--- config.mk ---
export PLATFORM = sky130hd
export DESIGN_NAME = program_level_interrupt
export DESIGN_NICKNAME = d
export VERILOG_FILES = /design/src/pli_pkg.sv /design/src/pli_ctx_mem.sv /design/src/program_level_interrupt.sv
export SDC_FILE = /design/constraint.sdc
export NUM_CORES = 1
export LEC_CHECK = 0
export BUFFER_PORTS_ARGS = -buffer_cell sky130_fd_sc_hd__buf_2
export CORE_MARGIN = 3
export CORE_UTILIZATION = 55
export DETAILED_ROUTE_END_ITERATION = 12
export GPL_ROUTABILITY_DRIVEN = 0
export PLACE_DENSITY = 0.82
export SLEW_MARGIN = 10
export SYNTH_ARGS = -nofsm -noshare
export SYNTH_HDL_FRONTEND = slang
export SYNTH_HIERARCHICAL = 1
export SYNTH_SLANG_ARGS = --single-unit
--- constraint.sdc ---
create_clock -name clk_sys -period 3.2 [get_ports clk_sys]
set_input_delay 0.16 -clock clk_sys [delete_from_list [all_inputs] [get_ports clk_sys]]
set_output_delay 0.16 -clock clk_sys [all_outputs]
set_load 0.03 [all_outputs]
--- src/pli_pkg.sv ---
/*
  pli_pkg: constants, field positions and enumerations shared by the
  program level interrupt block and its context memory.
  assumes: compiled before every other design file.
*/
package pli_pkg;
  localparam int unsigned PLI_LEVELS = 16;
  localparam int unsigned PLI_LVL_W = 4;
  localparam int unsigned PLI_WORD_W = 16;
  localparam int unsigned PLI_INT_SRC_W = 11;
  localparam int unsigned PLI_CTX_W = 24; // saved counter plus low status byte
  // levels with hardware request inputs
  localparam logic [3:0] PLI_LVL_INTERNAL = 4'he;
  localparam logic [3:0] PLI_LVL_TOP = 4'hf;
  localparam logic [3:0] PLI_LVL_EXT_LO = 4'ha;
  // reset values
  localparam logic [15:0] PLI_ENABLE_RST = 16'h0000;
  localparam logic [15:0] PLI_DETECT_RST = 16'h0000;
  localparam logic [10:0] PLI_INT_EN_RST = 11'h000;
  localparam logic [3:0] PLI_LEVEL_RST = 4'h0;
  localparam logic [7:0] PLI_STATUS_LOW_RST = 8'h00;
  // machine identification flag value, arbitrary
  localparam logic PLI_MACHINE_TYPE = 1'b1;
  // per-level status byte positions
  localparam int unsigned PLI_ST_ALT_PAGE = 0;
  localparam int unsigned PLI_ST_ROUND = 1;
  localparam int unsigned PLI_ST_K = 2;
  localparam int unsigned PLI_ST_Z = 3;
  localparam int unsigned PLI_ST_Q = 4;
  localparam int unsigned PLI_ST_O = 5;
  localparam int unsigned PLI_ST_C = 6;
  localparam int unsigned PLI_ST_M = 7;
  // shared upper status byte positions
  localparam int unsigned PLI_ST_IRQ_ON = 8;
  localparam int unsigned PLI_ST_PAGING = 9;
  localparam int unsigned PLI_ST_EXT_ADDR = 10;
  localparam int unsigned PLI_ST_MACHINE = 11;
  localparam int unsigned PLI_ST_LEVEL_LO = 12;
  // internal source carrying the error indicator
  localparam int unsigned PLI_INT_ERR_BIT = 5;
  // level change time bound
  localparam int unsigned PLI_CLK_MHZ = 40;
  localparam int unsigned PLI_SWITCH_MAX_NS = 5000;
  localparam int unsigned PLI_SWITCH_MAX_CYC = PLI_SWITCH_MAX_NS * PLI_CLK_MHZ / 1000;
  // special register transfers
  typedef enum logic [1:0] {
    PLI_OP_READ,
    PLI_OP_WRITE,
    PLI_OP_MSET,
    PLI_OP_MCLR
  } pli_op_t;
  typedef enum logic [2:0] {
    PLI_TGT_ENABLE,
    PLI_TGT_DETECT,
    PLI_TGT_INT_ENABLE,
    PLI_TGT_INT_CODE,
    PLI_TGT_STATUS
  } pli_tgt_t;
endpackage

--- src/pli_ctx_mem.sv ---
/*
  pli_ctx_mem: one saved counter and status byte per program level.
  assumes: single clock, one write and one registered read per cycle.
*/
`timescale 1ns/1ps
`default_nettype none
module pli_ctx_mem (
  input wire logic clk_sys,
  input wire logic wr_en,
  input wire logic [pli_pkg::PLI_LVL_W-1:0] wr_addr,
  input wire logic [pli_pkg::PLI_CTX_W-1:0] wr_data,
  input wire logic [pli_pkg::PLI_LVL_W-1:0] rd_addr,
  output logic [pli_pkg::PLI_CTX_W-1:0] rd_data
);
  import pli_pkg::*;
  logic [PLI_CTX_W-1:0] mem [PLI_LEVELS];

  // storage and registered read
  always_ff @(posedge clk_sys) begin
    if (wr_en) begin
      mem[wr_addr] <= wr_data;
    end
    rd_data <= mem[rd_addr];
  end
endmodule // pli_ctx_mem
`default_nettype wire

--- src/program_level_interrupt.sv ---
/*
  program_level_interrupt: enable and detect registers, priority encoder,
  current and previous level, level change sequencer, status indicators.
  assumes: one processor clock; instructions arrive as one-cycle strobes
  from the sequencer; request pins are asynchronous to clk_sys.
*/
// Summary of operation
// - sixteen levels, fifteen highest, zero lowest
// - each level keeps own counter and status
// - sixteen-bit enable and detect registers, per level
// - enable by program only; detect also hardware
// - pending code is highest enabled detected level
// - current level selects the active context
// - pending differing from current starts level change
// - raising needs higher level and system on
// - block, save, copy previous, load, restore, fetch
// - whole change within five microseconds
// - raise on request; drop when pending code falls below current
// - pins set bits 15,13-10; 14 internal only
// - level 14 from masked internal detect sources
// - levels 0-9 detected by microprogram only
// - levels 10-13 shared by many devices
// - any level activatable by software bits
// - eight per-level indicators, transferable to accumulator
// - static overflow sticky; carry, dynamic overflow follow
// - error indicator sticky, feeds internal interrupt
// - upper eight status bits shared by levels
// - extended addressing bit selects wide addressing
// - copy, masked set, masked clear on registers
// - eleven-bit internal enable from accumulator
`timescale 1ns/1ps
`default_nettype none
module program_level_interrupt (
  input wire logic clk_sys,
  input wire logic rst_n,
  input wire logic [3:0] ext_irq_mid,
  input wire logic ext_irq_top,
  input wire logic [pli_pkg::PLI_INT_SRC_W-1:0] int_src,
  input wire logic instr_valid,
  input wire pli_pkg::pli_op_t instr_op,
  input wire pli_pkg::pli_tgt_t instr_tgt,
  input wire logic [pli_pkg::PLI_WORD_W-1:0] acc_in,
  input wire logic give_up,
  input wire logic instr_boundary,
  input wire logic [pli_pkg::PLI_WORD_W-1:0] live_program_counter,
  input wire logic alu_update,
  input wire logic alu_carry,
  input wire logic alu_dyn_ovf,
  input wire logic alu_ovf_event,
  input wire logic alu_err_event,
  input wire logic alu_link,
  output logic [pli_pkg::PLI_WORD_W-1:0] read_data,
  output logic read_valid,
  output logic [pli_pkg::PLI_LVL_W-1:0] current_level,
  output logic [pli_pkg::PLI_LVL_W-1:0] previous_level,
  output logic [pli_pkg::PLI_LVL_W-1:0] pending_level_code,
  output logic switch_busy,
  output logic fetch_req,
  output logic pc_load,
  output logic [pli_pkg::PLI_WORD_W-1:0] pc_out,
  output logic [pli_pkg::PLI_WORD_W-1:0] status_word
);
  import pli_pkg::*;

  typedef enum logic [2:0] {
    PLI_S_IDLE,
    PLI_S_BLOCK,
    PLI_S_SAVE,
    PLI_S_SWAP,
    PLI_S_READ,
    PLI_S_LOAD
  } pli_state_t;

  // highest set bit of a word, as a level number
  function automatic logic [3:0] pli_prio16(input logic [15:0] v);
    logic [3:0] r;
    r = 4'h0;
    for (int i = 0; i < 16; i++) begin
      if (v[i]) begin
        r = 4'(i);
      end
    end
    return r;
  endfunction

  // copy, masked set or masked clear of a register
  function automatic logic [15:0] pli_apply(input logic [15:0] cur, input pli_op_t op,
                                            input logic [15:0] a);
    logic [15:0] r;
    r = cur;
    unique case (op)
      PLI_OP_WRITE: r = a;
      PLI_OP_MSET: r = cur | a;
      PLI_OP_MCLR: r = cur & ~a;
      PLI_OP_READ: r = cur;
    endcase
    return r;
  endfunction

  logic [3:0] mid_meta, mid_sync;
  logic top_meta, top_sync;
  logic [15:0] level_enable, next_level_enable;
  logic [15:0] level_detect, next_level_detect;
  logic [10:0] internal_irq_enable, next_internal_irq_enable;
  logic [10:0] int_detect, next_int_detect;
  logic [3:0] next_current_level, next_previous_level, next_pending_level_code;
  logic [3:0] target_level, next_target_level;
  logic [7:0] status_low, next_status_low;
  logic irq_system_on_flag, next_irq_system_on_flag;
  logic paging_on_flag, next_paging_on_flag;
  logic extended_addressing_flag, next_extended_addressing_flag;
  logic [15:0] next_read_data, next_pc_out, next_status_word;
  logic next_read_valid, next_switch_busy, next_fetch_req, next_pc_load;
  pli_state_t state, next_state;
  logic [15:0] pend_vec;
  logic [3:0] pend_code;
  logic [10:0] int_active;
  logic ctx_wr, take_instr;
  logic [PLI_CTX_W-1:0] ctx_rd;

  // request pins pass two flops before use
  always_ff @(posedge clk_sys or negedge rst_n) begin
    if (!rst_n) begin
      mid_meta <= 4'h0;
      mid_sync <= 4'h0;
      top_meta <= 1'b0;
      top_sync <= 1'b0;
    end else begin
      mid_meta <= ext_irq_mid;
      mid_sync <= mid_meta;
      top_meta <= ext_irq_top;
      top_sync <= top_meta;
    end
  end

  // saved counter and status byte per level
  pli_ctx_mem u_ctx (
    .clk_sys(clk_sys),
    .wr_en(ctx_wr),
    .wr_addr(current_level),
    .wr_data({live_program_counter, status_low}),
    .rd_addr(target_level),
    .rd_data(ctx_rd)
  );

  // pending code from enabled detected levels
  always_comb begin
    int_active = int_detect & internal_irq_enable;
    pend_vec = level_enable & level_detect;
    pend_code = pli_prio16(pend_vec);
    take_instr = instr_valid && (state == PLI_S_IDLE);
    ctx_wr = (state == PLI_S_SAVE);
  end

  // register transfers, hardware requests and indicators
  always_comb begin
    next_level_enable = level_enable;
    next_level_detect = level_detect;
    next_internal_irq_enable = internal_irq_enable;
    next_int_detect = int_detect;
    next_status_low = status_low;
    next_irq_system_on_flag = irq_system_on_flag;
    next_paging_on_flag = paging_on_flag;
    next_extended_addressing_flag = extended_addressing_flag;
    next_read_data = read_data;
    next_read_valid = 1'b0;
    if (take_instr) begin
      unique case (instr_tgt)
        PLI_TGT_ENABLE: begin
          next_level_enable = pli_apply(level_enable, instr_op, acc_in);
          next_read_data = level_enable;
        end
        PLI_TGT_DETECT: begin
          next_level_detect = pli_apply(level_detect, instr_op, acc_in);
          next_read_data = level_detect;
        end
        PLI_TGT_INT_ENABLE: begin
          next_internal_irq_enable = 11'(pli_apply({5'h00, internal_irq_enable}, instr_op, acc_in));
          next_read_data = {5'h00, internal_irq_enable};
        end
        PLI_TGT_INT_CODE: begin
          // reading the code consumes the source it reports
          next_read_data = {12'h000, pli_prio16({5'h00, int_active})};
          if (instr_op == PLI_OP_READ && |int_active) begin
            next_int_detect[pli_prio16({5'h00, int_active})] = 1'b0;
          end
        end
        PLI_TGT_STATUS: begin
          next_read_data = status_word;
          if (instr_op != PLI_OP_READ) begin
            next_status_low = 8'(pli_apply({8'h00, status_low}, instr_op, {8'h00, acc_in[7:0]}));
            next_irq_system_on_flag = 1'(pli_apply({15'h0000, irq_system_on_flag}, instr_op,
                                                   {15'h0000, acc_in[PLI_ST_IRQ_ON]}));
            next_paging_on_flag = 1'(pli_apply({15'h0000, paging_on_flag}, instr_op,
                                               {15'h0000, acc_in[PLI_ST_PAGING]}));
            next_extended_addressing_flag = 1'(pli_apply({15'h0000, extended_addressing_flag}, instr_op,
                                                         {15'h0000, acc_in[PLI_ST_EXT_ADDR]}));
          end
        end
        default: next_read_data = 16'h0000;
      endcase
      next_read_valid = (instr_op == PLI_OP_READ);
    end
    // alu results on the active level; sticky events win over a program clear
    if (alu_update) begin
      next_status_low[PLI_ST_C] = alu_carry;
      next_status_low[PLI_ST_Q] = alu_dyn_ovf;
      next_status_low[PLI_ST_M] = alu_link;
      next_status_low[PLI_ST_O] = next_status_low[PLI_ST_O] | alu_ovf_event;
      next_status_low[PLI_ST_Z] = next_status_low[PLI_ST_Z] | alu_err_event;
    end
    // give-up clears the running level's request
    if (give_up) begin
      next_level_detect[current_level] = 1'b0;
    end
    // restore the new level's indicators
    if (state == PLI_S_LOAD) begin
      next_status_low = ctx_rd[7:0];
    end
    // hardware sets win over program clears
    next_int_detect = next_int_detect | int_src;
    next_int_detect[PLI_INT_ERR_BIT] = next_int_detect[PLI_INT_ERR_BIT] | status_low[PLI_ST_Z];
    next_level_detect[PLI_LVL_INTERNAL] = next_level_detect[PLI_LVL_INTERNAL] | (|int_active);
    for (int i = 0; i < 4; i++) begin
      next_level_detect[PLI_LVL_EXT_LO + 4'(i)] = next_level_detect[PLI_LVL_EXT_LO + 4'(i)]
                                                  | mid_sync[i];
    end
    next_level_detect[PLI_LVL_TOP] = next_level_detect[PLI_LVL_TOP] | top_sync;
  end

  // level change sequencer
  always_comb begin
    next_state = state;
    next_current_level = current_level;
    next_previous_level = previous_level;
    next_target_level = target_level;
    next_pending_level_code = pend_code;
    next_switch_busy = (state != PLI_S_IDLE);
    next_fetch_req = 1'b0;
    next_pc_load = 1'b0;
    next_pc_out = pc_out;
    unique case (state)
      PLI_S_IDLE: begin
        // raise only with system on; drop at any instruction boundary with pending below current
        if (instr_boundary && pending_level_code != current_level &&
            (pending_level_code < current_level || irq_system_on_flag)) begin
          next_state = PLI_S_BLOCK;
          next_target_level = pending_level_code;
          next_switch_busy = 1'b1;
        end
      end
      PLI_S_BLOCK: next_state = PLI_S_SAVE;
      PLI_S_SAVE: next_state = PLI_S_SWAP;
      PLI_S_SWAP: begin
        next_previous_level = current_level;
        next_current_level = target_level;
        next_state = PLI_S_READ;
      end
      PLI_S_READ: next_state = PLI_S_LOAD;
      PLI_S_LOAD: begin
        next_pc_out = ctx_rd[PLI_CTX_W-1:8];
        next_pc_load = 1'b1;
        next_fetch_req = 1'b1;
        next_switch_busy = 1'b0;
        next_state = PLI_S_IDLE;
      end
      default: next_state = PLI_S_IDLE;
    endcase
  end

  // assembled status word
  always_comb begin
    next_status_word = {next_current_level, PLI_MACHINE_TYPE, next_extended_addressing_flag,
                        next_paging_on_flag, next_irq_system_on_flag, next_status_low};
  end

  // state registers
  always_ff @(posedge clk_sys or negedge rst_n) begin
    if (!rst_n) begin
      level_enable <= PLI_ENABLE_RST;
      level_detect <= PLI_DETECT_RST;
      internal_irq_enable <= PLI_INT_EN_RST;
      int_detect <= 11'h000;
      status_low <= PLI_STATUS_LOW_RST;
      irq_system_on_flag <= 1'b0;
      paging_on_flag <= 1'b0;
      extended_addressing_flag <= 1'b0;
      read_data <= 16'h0000;
      read_valid <= 1'b0;
      state <= PLI_S_IDLE;
      current_level <= PLI_LEVEL_RST;
      previous_level <= PLI_LEVEL_RST;
      target_level <= PLI_LEVEL_RST;
      pending_level_code <= PLI_LEVEL_RST;
      switch_busy <= 1'b0;
      fetch_req <= 1'b0;
      pc_load <= 1'b0;
      pc_out <= 16'h0000;
      status_word <= 16'h0000;
    end else begin
      level_enable <= next_level_enable;
      level_detect <= next_level_detect;
      internal_irq_enable <= next_internal_irq_enable;
      int_detect <= next_int_detect;
      status_low <= next_status_low;
      irq_system_on_flag <= next_irq_system_on_flag;
      paging_on_flag <= next_paging_on_flag;
      extended_addressing_flag <= next_extended_addressing_flag;
      read_data <= next_read_data;
      read_valid <= next_read_valid;
      state <= next_state;
      current_level <= next_current_level;
      previous_level <= next_previous_level;
      target_level <= next_target_level;
      pending_level_code <= next_pending_level_code;
      switch_busy <= next_switch_busy;
      fetch_req <= next_fetch_req;
      pc_load <= next_pc_load;
      pc_out <= next_pc_out;
      status_word <= next_status_word;
    end
  end
endmodule // program_level_interrupt
`default_nettype wire

==> flow_summary_export.csv <==
group,metric,value,unit
run_status,outcome,"finished, final reports clean",
synth,synthArstFlopShare,24.16,%
timing,worstMarginPinSlew,961.7,ps
power,clkPwrFrac,27.8,%
final_layout,layout.nets,1621,
final_layout,final_cell_mix,"edfxtp_1 (384), nand2_1 (143), dfrtp_1 (128)",
power,power_density,841.7,nW/um2
timing,tns,0,ps
global_route,grt_pass1_vias,13809,
synth,yosysWarningCount,6,
global_route,grt_first_pass_wirelength,82.94,mm
timing,setup_viol,0,
power,switchingPower,0.006921,W
final_layout,diodes,0,
synth,netlist_area,21590,um2
cts,clock_latency,600,ps
power,power.total,0.02114,W
worst_hold_path,min_path_type,"in -> reg",
die,die_y,204.1,um
timing,hold_viol_final,0,
timing,fmax,0.3574,GHz
die,pin_count,128,
worst_setup_path,startpoint,"state[2]",
route,dr_total_vias,13476,
timing,slew_viol_final,0,
cts,clockBufferDepth,3,
route,ant_nets,0,
die,start_util,56.52,%
timing,fin_crit_sh,87.44,%
route,routed.top_layer,"met4",
worst_setup_path,startpoint_type,"register",
route,wl_met3,5.319,mm
global_route,grt_max_degree,68,
global_route,grt_overflow_total,0,
placed_design,dp_hpwl,30.86,mm
cts,numCtsBuffers,52,
cts,htree_levels,2,
cts,root_buffer,"clkbuf_16",
die,coreArea,38200,um2
worst_setup_path,required,3660,ps
final_layout,mostFrequentLayoutCell,"edfxtp_1",
final_layout,area_delta_synth_final,16.32,%
timing,relSlewSlack,34.98,%
worst_setup_path,path_max_fanout,27,
power,intPower,0.01422,W
synth,ys_ff_latch,538,
worst_setup_path,end_kind,"register",
power,combPwrFrac,27.7,%
timing,fin_skew,35.10,ps
synth,synth-edff-count,384,
global_route,grt_antenna_before_repair,0,
die,rows,71,
final_layout,final_util,65.75,%
synth,ys_types,65,
power,seqPwrFrac,44.5,%
route,wl_met1,20.02,mm
timing,finalHoldWorstSlack,27.52,ps
cts,path_clk_slew,60,ps
synth,yosysSeqAreaShare,70.70,%
die,die_w,204.1,um
power,p_leak,9.101,nW
global_route,grt_usage,26.19,%
die,fp.dieArea,41670,um2
route,routed_wirelength,53.86,mm
worst_setup_path,worstPathArrival,3260,ps
flow_run,maxCapViolations,0,
route,first_pass_iters,7,
placed_design,place_ws,672.6,ps
timing,grt_setup_unrepaired,"no",
route,met2WireLength,26.69,mm
synth,synth_cells,1357,
cts,cts_tree,"yes",
power,ir_worst_vdd,0.0005748,V
worst_setup_path,r2r-start,"state[2]",
synth,syn_nets,1425,
worst_hold_path,hp-start,"alu_update",
synth,ys.flop_type,"edfxtp_1",
placed_design,place.port_buffers,127,
synth,avgSynthCellArea,15.91,um2
route,detail_route.wl_per_cell,25.55,um
timing,period_minus_slack,2798,ps
route,first_iter_violations,1479,
power,switching_share,32.74,%
timing,setup_slack,401.9,ps
route,drcViolationCount,0,
final_layout,final_layout_size_suffix_gt1_share,24.48,%
worst_setup_path,worstSetupPathType,"reg -> reg",
route,drt-vias-per-instance,6.393,
cts,clock-sinks,538,
power by group through the flow:
stage | clock network, W | logic, W | registers (W)
after global placement | 0 | 0.00549 | 0.00946
after global routing | 0.00623 | 0.00625 | 0.00952
final | 0.00588 | 0.00585 | 0.00942
after detailed placement | 0 | 0.00565 | 0.00952
after floorplan | 0 | 0.00373 | 0.00961
after CTS | 0.00595 | 0.00582 | 0.00941
what timing repair did:
action	4_1_cts	5_1_grt
hold buffers	57	0
buffers inserted	0	0
gates resized for setup	0	0
endpoints found under the hold margin	384	0
kinds of logic (layout without fill, tap and decap cells):
logic type	after synthesis	in the layout	synth area share, %
adder cells (fa/ha/maj)	4	4	0.2318
buffers and inverters	109	349	2.486
flip-flops	538	538	70.70
AO/OA/AOI/OAI	277	277	8.722
XOR/XNOR	7	7	0.2840
multiplexers	122	122	11.27
other	1	1	0.01737
AND/OR/NAND/NOR	299	299	6.288
final timing paths:
| path | slack (ps) | to | depth (start not counted) |
|---|---|---|---|
| min in group asynchronous | 140 | int_detect[2] | 2 |
| worst min-delay path | 30 | status_low[3] | 3 |
| worst min register to register | 350 | mid_sync[3] | 0 |
| max in group asynchronous | 2190 | status_word[12] | 3 |
| worst max-delay path | 400 | status_word[7] | 8 |
| worst max register to register | 400 | status_word[7] | 8 |
registers in the layout, summed over array words and instances (netlist names), 11 cells and up:
name                 count
u_ctx/mem              384
pc_out                  16
level_enable            16
level_detect            16
u_ctx/rd_data           24
internal_irq_enable     11
int_detect              11
read_data               16
cells in the mapped netlist (24+ instances only):
cell / count / area share (%)
edfxtp_1: 384 / 53
a211oi_1: 24 / 0.83
a22oi_1: 53 / 1.8
nor2_1: 84 / 1.5
mux4_2: 96 / 10
dfrtp_1: 130 / 15
dfxtp_1: 24 / 2.2
nand2_1: 143 / 2.5
o21ai_0: 42 / 0.97
a21oi_1: 64 / 1.5
clkbuf_1: 45 / 0.78
worst max-delay path: stages, from the launching register on:
cell,delay [ps]
dfrtp_1,560
nand2_1,130
or2_2,290
buf_4,270
inv_1,490
nor2_1,120
o211ai_1,120
o21ai_0,110
dlygate4sd3_1,580
layer usage:
metal,vias to the layer above,global-route usage (%)
met4,0,8.675
met5,-,0
li1,5666,-
met1,6785,35.48
met3,169,5.463
met2,856,43.13
layout make-up:
type	count	area, um2
fillers	2523	13080
well taps	511	639.4
multi-input cells	710	5853
inverters	19	71.32
clock buffers	66	1364
flip-flops and latches	538	15270
clock inverters	32	280.3
repair buffers	232	1635
stage by stage:
step	std cells	cell area [um2]
floorplan	1357	21600
global placement	1953	22900
detailed placement	1953	22900
CTS	2108	25120
global route	2108	25120
finish	2108	25120
Note: power is estimated with default switching activity, not from simulation.
